**src/logic/pic_cfg.svh**
```systemverilog
`ifndef PIC_CFG_SVH
`define PIC_CFG_SVH

// Control word offsets in the bit-addressable RAM area
`define PIC_WORD0        10'h000
`define PIC_WORD1        10'h001
`define PIC_WORD2        10'h002
`define PIC_WORD3        10'h003

// Source count and layout of flag and mask bits
`define PIC_NUM_SRC      7
`define PIC_IE_BIT       0
`define PIC_IE_WORD      0
`define PIC_FLAG_WORD(i) (((i) + 1) / 2)
`define PIC_FLAG_BIT(i)  ((((i) + 1) % 2) * 2)
`define PIC_MASK_OFS     1

// Reset values
`define PIC_RST_IE       1'b0
`define PIC_RST_FLAGS    7'h00
`define PIC_RST_MASKS    7'h7F

// Vector table
`define PIC_VEC_START    16'h0000
`define PIC_VEC_STEP     16'h0002

`endif

```
**src/logic/pic_pkg.sv**
```systemverilog
package pic_pkg;

   typedef enum logic [1:0] {
      ST_IDLE,
      ST_FINISH,
      ST_PUSH_A,
      ST_PUSH_B
   } pic_state_t;

   // Answer to the CPU sequencer
   typedef struct packed {
      logic        disableIe;
      logic        push;
      logic        jump;
      logic [15:0] vector;
   } pic_cpu_t;

   // Register access from the RAM bit-manipulation path
   typedef struct packed {
      logic       rdEn;
      logic       wrEn;
      logic [9:0] addr;
      logic [3:0] wrData;
      logic [3:0] wrMask;
   } pic_ram_t;

endpackage

```
**src/logic/pic_pin_sync.sv**
```systemverilog
`timescale 1ns/1ps
module pic_pin_sync
   import pic_pkg::*;
#(
   parameter int WIDTH = 3
)
(
   // Clock and reset
   input  wire logic             core_clk,
   input  wire logic             rst_n,
   // Pins and edges
   input  wire logic [WIDTH-1:0] pinIn,
   output logic      [WIDTH-1:0] pinLevel,
   output logic      [WIDTH-1:0] riseEdge,
   output logic      [WIDTH-1:0] fallEdge
);
   logic [WIDTH-1:0] meta_q;
   logic [WIDTH-1:0] sync_q;
   logic [WIDTH-1:0] last_q;

   // Only sync_q reads meta_q; edges come from later stages
   always_ff @(posedge core_clk or negedge rst_n)
   begin
      if (!rst_n)
      begin
         meta_q <= '0;
         sync_q <= '0;
         last_q <= '0;
      end
      else
      begin
         meta_q <= pinIn;
         sync_q <= meta_q;
         last_q <= sync_q;
      end
   end

   assign pinLevel = sync_q;
   assign riseEdge = sync_q & ~last_q;
   assign fallEdge = ~sync_q & last_q;
endmodule // pic_pin_sync

```
**src/logic/pic_prio_enc.sv**
```systemverilog
`timescale 1ns/1ps
module pic_prio_enc
   import pic_pkg::*;
#(
   parameter int N = 7
)
(
   // Requests, index 0 highest
   input  wire logic [N-1:0]         req,
   output logic                      any,
   output logic      [$clog2(N)-1:0] idx
);
   function automatic logic [$clog2(N)-1:0] firstSet(input logic [N-1:0] v);
      logic [$clog2(N)-1:0] r;
      r = '0;
      for (int i = N - 1; i >= 0; i--)
         if (v[i])
            r = i[$clog2(N)-1:0];
      return r;
   endfunction

   assign any = |req;
   assign idx = firstSet(req);
endmodule // pic_prio_enc

```
**src/logic/pic_irq_ctrl.sv**
```systemverilog
`timescale 1ns/1ps
`include "pic_cfg.svh"
// Behaviour
// - Fixed priority ext0..serial, vectors 0002..000E; reset and stop-cancel use 0000.
// - Stop-cancel pin requests start vector only in stop mode, ignored otherwise.
// - Take source if enable, flag set, mask clear, no higher unmasked flag.
// - Global enable is word 0 bit 0; 0 blocks, 1 allows interrupts.
// - Accept clears global enable; return-from-interrupt sets it again.
// - Rising edge of ext pin 0 sets word0 bit2; pin 1 sets word1 bit0.
// - Ext masks at word0 bit3 and word1 bit1; 1 blocks, 0 passes.
// - Timer A overflow sets word1 bit2; mask word1 bit3.
// - Timer B overflow sets word2 bit0; mask word2 bit1.
// - Timer C overflow sets word2 bit2; mask word2 bit3.
// - Serial end or suspend sets word3 bit2; mask word3 bit3.
// - Conversion done sets word3 bit0; mask word3 bit1.
// - Reset clears enable and flags, sets all masks.
// - Software writes cannot set a flag; only hardware events do.
// - Accept: finish instruction, clear enable and push, push and jump to vector.
module pic_irq_ctrl
   import pic_pkg::*;
#(
   parameter int NSRC = `PIC_NUM_SRC
)
(
   // Clock and reset
   input  wire logic        core_clk,
   input  wire logic        rst_n,
   // Pins
   input  wire logic        extIrqPin0,
   input  wire logic        extIrqPin1,
   input  wire logic        stopCancelPin_n,
   // Peripheral events, one-cycle pulses
   input  wire logic        timerAOvf,
   input  wire logic        timerBOvf,
   input  wire logic        timerCOvf,
   input  wire logic        conversionDone,
   input  wire logic        serialDone,
   // CPU status
   input  wire logic        instrEnd,
   input  wire logic        returnFromIrq,
   input  wire logic        stopMode,
   // RAM bit access
   input  wire pic_ram_t    ram,
   output logic      [3:0]  ramRdData_q,
   // CPU sequencer
   output pic_cpu_t         cpu_q,
   output logic             irqPending_q,
   output logic             stopWake_q
);
   typedef logic [3:0] word_t;

   logic [NSRC-1:0] flag_q;
   logic [NSRC-1:0] flag_d;
   logic [NSRC-1:0] mask_q;
   logic [NSRC-1:0] mask_d;
   logic            ie_q;
   logic            ie_d;
   pic_state_t      state_q;
   pic_state_t      state_d;
   logic [15:0]     vecHold_q;

   wire logic [2:0]      pinRise;
   wire logic [2:0]      pinFall;
   wire logic [NSRC-1:0] srcEvent;
   wire logic [NSRC-1:0] active;
   wire logic            anyActive;
   wire logic [2:0]      winIdx;
   wire logic            accept;
   wire logic            wrSel [4];
   wire word_t           rdWord [4];
   wire logic [15:0]     winVector;

   function automatic logic wordHit(input logic [9:0] a, input logic [9:0] w);
      return a == w;
   endfunction

   pic_pin_sync #(.WIDTH(3)) u_sync (
      .core_clk (core_clk),
      .rst_n    (rst_n),
      .pinIn    ({stopCancelPin_n, extIrqPin1, extIrqPin0}),
      .pinLevel (),
      .riseEdge (pinRise),
      .fallEdge (pinFall)
   );

   assign srcEvent = {serialDone, conversionDone, timerCOvf, timerBOvf,
                      timerAOvf, pinRise[1], pinRise[0]};

   // Write decode per word
   assign wrSel[0] = ram.wrEn & wordHit(ram.addr, `PIC_WORD0);
   assign wrSel[1] = ram.wrEn & wordHit(ram.addr, `PIC_WORD1);
   assign wrSel[2] = ram.wrEn & wordHit(ram.addr, `PIC_WORD2);
   assign wrSel[3] = ram.wrEn & wordHit(ram.addr, `PIC_WORD3);

   // Flags and masks, one slice per source
   genvar g;
   generate
      for (g = 0; g < NSRC; g++)
      begin : g_src
         localparam int W = `PIC_FLAG_WORD(g);
         localparam int B = `PIC_FLAG_BIT(g);
         wire logic flagWr = wrSel[W] & ram.wrMask[B];
         wire logic maskWr = wrSel[W] & ram.wrMask[B + `PIC_MASK_OFS];
         // Writes can only clear; the event wins over a clear
         assign flag_d[g] = srcEvent[g] | (flag_q[g] & ~(flagWr & ~ram.wrData[B]));
         assign mask_d[g] = maskWr ? ram.wrData[B + `PIC_MASK_OFS] : mask_q[g];
      end
   endgenerate

   assign active = flag_q & ~mask_q;

   pic_prio_enc #(.N(NSRC)) u_prio (
      .req (active),
      .any (anyActive),
      .idx (winIdx)
   );

   assign winVector = `PIC_VEC_STEP + `PIC_VEC_STEP * {13'h0000, winIdx};
   assign accept    = (state_q == ST_IDLE) & instrEnd & ie_q & anyActive;

   // Enable: accept clears in the ST_FINISH step, return sets it
   assign ie_d = (state_q == ST_FINISH) ? 1'b0 :
                 returnFromIrq          ? 1'b1 :
                 (wrSel[`PIC_IE_WORD] & ram.wrMask[`PIC_IE_BIT]) ? ram.wrData[`PIC_IE_BIT] :
                 ie_q;

   // Read words; unused bit 1 of word 0 reads as zero
   assign rdWord[0] = {mask_q[0], flag_q[0], 1'b0, ie_q};
   assign rdWord[1] = {mask_q[2], flag_q[2], mask_q[1], flag_q[1]};
   assign rdWord[2] = {mask_q[4], flag_q[4], mask_q[3], flag_q[3]};
   assign rdWord[3] = {mask_q[6], flag_q[6], mask_q[5], flag_q[5]};

   always_comb
   begin
      state_d = state_q;
      case (state_q)
         ST_IDLE:   if (accept) state_d = ST_FINISH;
         ST_FINISH: state_d = ST_PUSH_A;
         ST_PUSH_A: state_d = ST_PUSH_B;
         ST_PUSH_B: state_d = ST_IDLE;
         default:   state_d = ST_IDLE;
      endcase
   end

   always_ff @(posedge core_clk or negedge rst_n)
   begin
      if (!rst_n)
      begin
         flag_q  <= `PIC_RST_FLAGS;
         mask_q  <= `PIC_RST_MASKS;
         ie_q    <= `PIC_RST_IE;
         state_q <= ST_IDLE;
      end
      else
      begin
         flag_q  <= flag_d;
         mask_q  <= mask_d;
         ie_q    <= ie_d;
         state_q <= state_d;
      end
   end

   // Vector is frozen at accept so later flag changes cannot redirect the jump
   always_ff @(posedge core_clk or negedge rst_n)
   begin
      if (!rst_n)
         vecHold_q <= `PIC_VEC_START;
      else if (accept)
         vecHold_q <= winVector;
   end

   // CPU answer, all outputs registered
   always_ff @(posedge core_clk or negedge rst_n)
   begin
      if (!rst_n)
      begin
         cpu_q        <= '0;
         irqPending_q <= 1'b0;
         stopWake_q   <= 1'b0;
         ramRdData_q  <= '0;
      end
      else
      begin
         cpu_q.disableIe <= (state_q == ST_FINISH);
         cpu_q.push      <= (state_q == ST_FINISH) | (state_q == ST_PUSH_A);
         cpu_q.jump      <= (state_q == ST_PUSH_A) | (stopMode & pinFall[2]);
         cpu_q.vector    <= (stopMode & pinFall[2]) ? `PIC_VEC_START : vecHold_q;
         irqPending_q    <= ie_q & anyActive;
         stopWake_q      <= stopMode & pinFall[2];
         ramRdData_q     <= ram.rdEn ? rdWord[ram.addr[1:0]] & {4{ram.addr[9:2] == 8'h00}} : 4'h0;
      end
   end
endmodule // pic_irq_ctrl

```
**config.mk**
```make
export PLATFORM = sky130hd
export DESIGN_NAME = pic_irq_ctrl
export DESIGN_NICKNAME = d
export VERILOG_FILES = /design/src/logic/pic_pkg.sv /design/src/logic/pic_pin_sync.sv /design/src/logic/pic_prio_enc.sv /design/src/logic/pic_irq_ctrl.sv
export VERILOG_INCLUDE_DIRS = /design/src /design/src/logic
export SDC_FILE = /design/constraint.sdc
export NUM_CORES = 1
export LEC_CHECK = 0
export BUFFER_PORTS_ARGS = -buffer_cell sky130_fd_sc_hd__clkbuf_2
export CORE_MARGIN = 1
export CORE_UTILIZATION = 35
export CTS_BUF_LIST = sky130_fd_sc_hd__clkbuf_8 sky130_fd_sc_hd__clkbuf_16
export CTS_CLUSTER_SIZE = 10
export DETAILED_ROUTE_END_ITERATION = 10
export REMOVE_ABC_BUFFERS = 1
export SLEW_MARGIN = 0
export SYNTH_ARGS = -nofsm -noshare
export SYNTH_HDL_FRONTEND = slang
export SYNTH_SLANG_ARGS = --single-unit
```
**constraint.sdc**
```tcl
create_clock -name core_clk -period 2.17 [get_ports core_clk]
set_input_delay 0.1085 -clock core_clk [delete_from_list [all_inputs] [get_ports core_clk]]
set_output_delay 0.1085 -clock core_clk [all_outputs]
set_load 0.02 [all_outputs]
```
### After elaboration in Yosys (flattened, before gate mapping)

Index checks and enable logic that the tools add are counted.

* multiplexer cells: 17
* shifts and indexed selects: 0
* reduce and logical (&&, ||, !) cells: 5
* equality and inequality tests: 7
* $add $sub $neg: 1
* div/mod/pow operators: 0
* bitwise gates (word level): 64
* $lt $le $gt $ge: 1
* multipliers: 0

Operators by type and width (number)
* 1-bit bitwise AND: 38
* 3-bit two-way mux: 7
* 10-bit by 2-bit equality test with 1-bit output (second input constant): 2
* 16-bit two-way mux: 1
* 4-bit two-way mux: 3
* 10-bit by 1-bit equality test with 1-bit output (second input constant): 1
* 10-bit zero test: 1
* 1-bit NOT: 9
* 1-bit OR: 9
* 4-bit binary-select mux with 2-bit select: 1
* 8-bit zero test: 1
* 2-bit one-hot mux with 4 select lines: 1
* 7-bit bitwise AND: 1
* 7-bit NOT: 1
* 7-bit OR reduction: 1
* 2-bit by 4-bit adder with 5-bit output (first input constant): 1
* 4-bit bitwise AND: 1
* 2-bit equality test (second input constant): 2
* 3-bit bitwise AND: 1
* 3-bit greater-or-equal comparator (second input constant): 1
* 1-bit two-way mux: 3
* 2-bit NOT with 3-bit output: 1
* 3-bit NOT: 1
* 3-bit nonzero test: 1
* other kinds (6): 6

* latch bits: 0
* output and inout bits: 25
* memories kept: 0
* bits in registers: 67
* ROM bits: 0
* memory bits (writable): 0
* input port bits: 33

### Logic depth before layout (Yosys ltp)

* depth after elaboration: 10
* mapped depth: 8
* mapped depth without buffers: 8

### Cells and area by module

Synthesis repeated with hierarchy kept, for this count alone.

* cells, all modules: 175
* area, all modules: 2102.0 µm²

Modules (own cells, without submodules)
* pic_irq_ctrl: area an instance 1751.7 µm², sequential area each 859.6 µm², instances 1, cells each 149
* pic_pin_sync: area an instance 277.8 µm², sequential area each 225.2 µm², instances 1, cells each 15
* pic_prio_enc: area an instance 72.6 µm², sequential area each 0.0 µm², instances 1, cells each 11

### Worst setup path after synthesis

OpenSTA, ideal clock, no wires.

* kind: register -> register
* from: register mask_q[2]
* to: register state_q[1]
* path buffers: 0
* setup time: 125 ps
* cell stages (with the launch flop): 6
* data arrival time: 1710 ps
* setup slack: 335 ps
* period minus slack after synthesis: 1835 ps
* cell sequence: dfstp_2 > nand2b_1 > nand4_1 > nor4_1 > o21ai_0 > mux2_2

* longest elaborated chain between the ends: 5

RTL lines
* from (decl): RTL line pic_irq_ctrl.sv:54 `logic [NSRC-1:0] mask_q;`
* from (signal assigned): RTL line pic_irq_ctrl.sv:150 `` mask_q <= `PIC_RST_MASKS; ``
* from (signal assigned): RTL line pic_irq_ctrl.sv:157 `mask_q <= mask_d;`
* 7-bit NOT: RTL line pic_irq_ctrl.sv:110 `assign active = flag_q & ~mask_q;`
* 7-bit bitwise AND: RTL line pic_irq_ctrl.sv:110
* 7-bit OR reduction: RTL line pic_prio_enc.sv:22 `assign any = |req;`
* 1-bit bitwise AND: RTL line pic_irq_ctrl.sv:119 `assign accept = (state_q == ST_IDLE) & instrEnd & ie_q & anyActive;`
* 2-bit inequality test (no source line)
* to (signal assigned): RTL line pic_irq_ctrl.sv:159 `state_q <= state_d;`
* to (decl): RTL line pic_irq_ctrl.sv:58 `pic_state_t state_q;`

Every way passes these cells.
A chain may end at the register's enable or synchronous reset.

### Worst setup path after layout

* from: register mask_q[4]
* to: register vecHold_q[2]

* longest elaborated chain between the ends: 8

RTL lines
* 7-bit NOT: RTL line pic_irq_ctrl.sv:110
* 7-bit bitwise AND: RTL line pic_irq_ctrl.sv:110
* 3-bit two-way mux (5 in a row): RTL line pic_prio_enc.sv:17 `if (v[i])`
* 2-bit by 4-bit adder with 5-bit output (no source line)
* named net winVector[2]: RTL line pic_irq_ctrl.sv:71 `wire logic [15:0] winVector;`
* to (signal assigned): RTL line pic_irq_ctrl.sv:167 `` vecHold_q <= `PIC_VEC_START; ``
* to (signal assigned): RTL line pic_irq_ctrl.sv:169 `vecHold_q <= winVector;`
* to (decl): RTL line pic_irq_ctrl.sv:60 `logic [15:0] vecHold_q;`

The timed path passes the listed nets, and every way through them passes these cells.

==> Flow_metrics.wiki <==
{| class="wikitable"
! Metric !! Value
|-
| Clk Tree Root Cell || clkbuf_8
|-
| Cell area after synthesis || 1950 um2
|-
| Routed WL || 3.55 mm
|-
| Overall global routing resource usage || 0.134
|-
| Kind of launch point of the worst setup path || flop
|-
| Number of fill cells || 493
|-
| Synthesized area per cell || 11.6 um2
|-
| Die Area || 5890 um2
|-
| Worst path required time || 2350 ps
|-
| Setup Crit Path Kind || reg2reg
|-
| Average wire length per cell after detail routing || 11.9 um
|-
| Number of cells produced by synthesis || 168
|-
| Synth top area cells || dfrtp_1, dfstp_2, buf_4, nand2_1, mux2_2
|-
| Worst slack at placement || 339 ps
|-
| Post-route setup slack || 363 ps
|-
| Via count || 1329
|-
| Final TNS setup || 0 ps
|-
| Maximum fanout along the worst path || 5
|-
| Clock tree from TritonCTS || built
|-
| DPL Wire Length || 2.76 mm
|-
| Number of buffers on the longest clock path || 2
|-
| Most used standard cells in the synthesized netlist || dfrtp_1, nand2_1, buf_4, nor2_1, nor2b_1
|-
| Post-synthesis register bit count || 43
|-
| Number of different library cells in the post-synthesis netlist || 37
|-
| TritonCTS Sinks || 43
|-
| Remaining antenna violation count after routing || 0
|-
| Top cell type's share of synthesized area || 0.461
|-
| Number of global-route vias before repair || 1273
|-
| Largest net degree at the start of global routing || 26
|-
| Post-CTS Repair Setup Buffers || 0
|-
| Share of post-route cells with drive strength above 1 || 0.341
|-
| Number of violations of the max-capacitance limit || 0
|-
| Signed area change from the synthesized netlist to the final layout || 24.3%
|-
| Path category of the worst min-delay check || in2reg
|-
| Synth warnings || 0
|-
| Sum of overflow across all layers after global routing || 0
|-
| Placeable core region || 5240 um2
|-
| Final Hold Vio Count || 0
|-
| Period minus WS final || 1810 ps
|-
| Final core utilization || 0.464
|-
| Yosys top cell by area || dfrtp_1
|-
| Number of port buffers || 45
|-
| Top-level port count || 58
|-
| Fraction of the cycle the final worst path needs || 0.833
|-
| Number of core rows || 26
|-
| Final max-slew violation count || 0
|-
| Worst path arrival time || 1990 ps
|-
| Total power density per cell area || 831 nW/um2
|-
| Async set-or-reset flop fraction in the synthesized netlist || 1.00
|-
| Run status || finished, final reports clean
|-
| Max VDD drop || 0.441 mV
|-
| Number of diodes added for antenna fixing || 0
|-
| Setup repair after global routing missed its margin || false
|-
| Clk_lat worst skew || 290 ps
|-
| First-iteration detailed-routing DRC count || 30
|-
| Die boundary height || 76.7 um
|-
| Wire length of the first global-routing pass || 6.00 mm
|-
| Drt drc || 0
|-
| Width of the chip || 76.7 um
|-
| Final nets || 266
|-
| Final weighted congestion of routability-driven global placement || 0.787
|-
| Worst Setup End Kind || flop
|-
| Post-synth top flop || dfrtp_1
|-
| Starting Density || 0.373
|-
| Leakage || 1.18 nW
|-
| Number of buffers added by the clock tree synthesis step || 5
|-
| H-tree level count || 2
|-
| Number of synthesized flops with an enable pin || 0
|-
| Antenna violations before repair || 0
|-
| First-pass iteration count of the detailed router || 4
|-
| Proportion of synthesized chip area in sequential cells || 0.555
|-
| Library cell with the highest instance count after synthesis || dfrtp_1
|-
| Vias/cell || 4.44
|-
| Highest achievable clock rate || 0.554 GHz
|-
| Worst clock skew || 4.70 ps
|-
| Clock slew at the register clock pins of the worst setup and hold paths || 80 ps
|-
| Number of setup violations in the final report || 0
|}
-- logic make-up (layout without fill, tap and decap cells) --
group | Yosys count | after routing | synth area share
AOI/OAI and AO/OA | 20 | 20 | 0.0653
adders and majority gates | 5 | 5 | 0.0320
buffers and inverters | 21 | 71 | 0.0634
DFF | 43 | 43 | 0.555
muxes | 14 | 14 | 0.101
other | 1 | 12 | 0.00192
and+or+nand+nor | 64 | 64 | 0.181
-- sequential cells by signal, indices dropped and copies added, names as in the netlist, 2 cells and up --
register,flops
cpu_q,7
flag_q,7
mask_q,7
ramRdData_q,4
vecHold_q,4
u_sync.last_q,3
u_sync.meta_q,3
u_sync.pinLevel,3
state_q,2
-- layer usage --
layer,vias to the layer above,GRT usage,part of all wire
li1,664,-,-
met1,626,0.162,0.46
met2,35,0.228,0.49
met3,4,0.0357,0.039
met4,0,0.0462,0.011
met5,-,0,0
-- stage by stage --
step / power, mW / instances / instance area [um2] / hold slack [ps]
2_1_floorplan: 1.25 / 165 / 1900 / -187
3_3_place_gp: 1.40 / 282 / 2230 / 90.5
3_5_place_dp: 1.41 / 282 / 2230 / 84.1
4_1_cts: 2.05 / 299 / 2430 / 35.5
5_1_grt: 2.14 / 299 / 2430 / 54.8
6_report: 2.02 / 299 / 2430 / 42.3
-- layout make-up --
type	instances	area [um2]	area share
clock inverters	3	43.8	0.0180
multi-input cells	115	787	0.324
flip-flops and latches	43	1080	0.447
repair buffers	56	330	0.136
inverters	7	26.3	0.0108
well taps	70	87.6	0.0361
clock buffers	5	68.8	0.0283
-- final timing paths --
check	startpoint	to	slack, ps	cells past startpoint
min in group asynchronous	rst_n	flag_q[3]	290	2
max in group asynchronous	rst_n	vecHold_q[3]	1200	3
min	ram[19]	ramRdData_q[1]	40	3
max reg2reg	mask_q[4]	vecHold_q[2]	360	6
min reg2reg	u_sync.meta_q[0]	u_sync.pinLevel[0]	350	0
max	mask_q[4]	vecHold_q[2]	360	6
-- critical path, stage by stage, from the launching register on --
cell and delay [ps]:
dfstp_2 550, nor2b_1 90, o21ai_0 170, nand2_1 70, a21boi_0 290, ha_1 290, mux2_2 260
-- cell usage in the layout, fill, tap and decap left out, types with 5 or more instances in the layout --
cell,count
a21o_1,5
clkbuf_2,45
clkbuf_8,5
conb_1,12
dfrtp_1,36
dfstp_2,7
dlygate4sd3_1,9
ha_1,5
inv_1,7
mux2_2,6
nand2_1,19
nand2b_1,6
nor2_1,8
nor2b_1,8
o21ai_0,6
-- power breakdown --
group / switching (mW) / internal (mW) / leakage, nW
logic: 0.252 / 0.181 / 0.628
registers: 0.0528 / 0.915 / 0.495
clock network: 0.274 / 0.343 / 0.0581
total: 0.579 / 1.44 / 1.18
-- repair_timing --
item / 4_1_cts / 5_1_grt
gates resized for setup: 0 / 0
endpoints found under the hold margin: 19 / 0
hold buffers: 9 / 0
No activity file was read; power rests on OpenSTA's default activity.
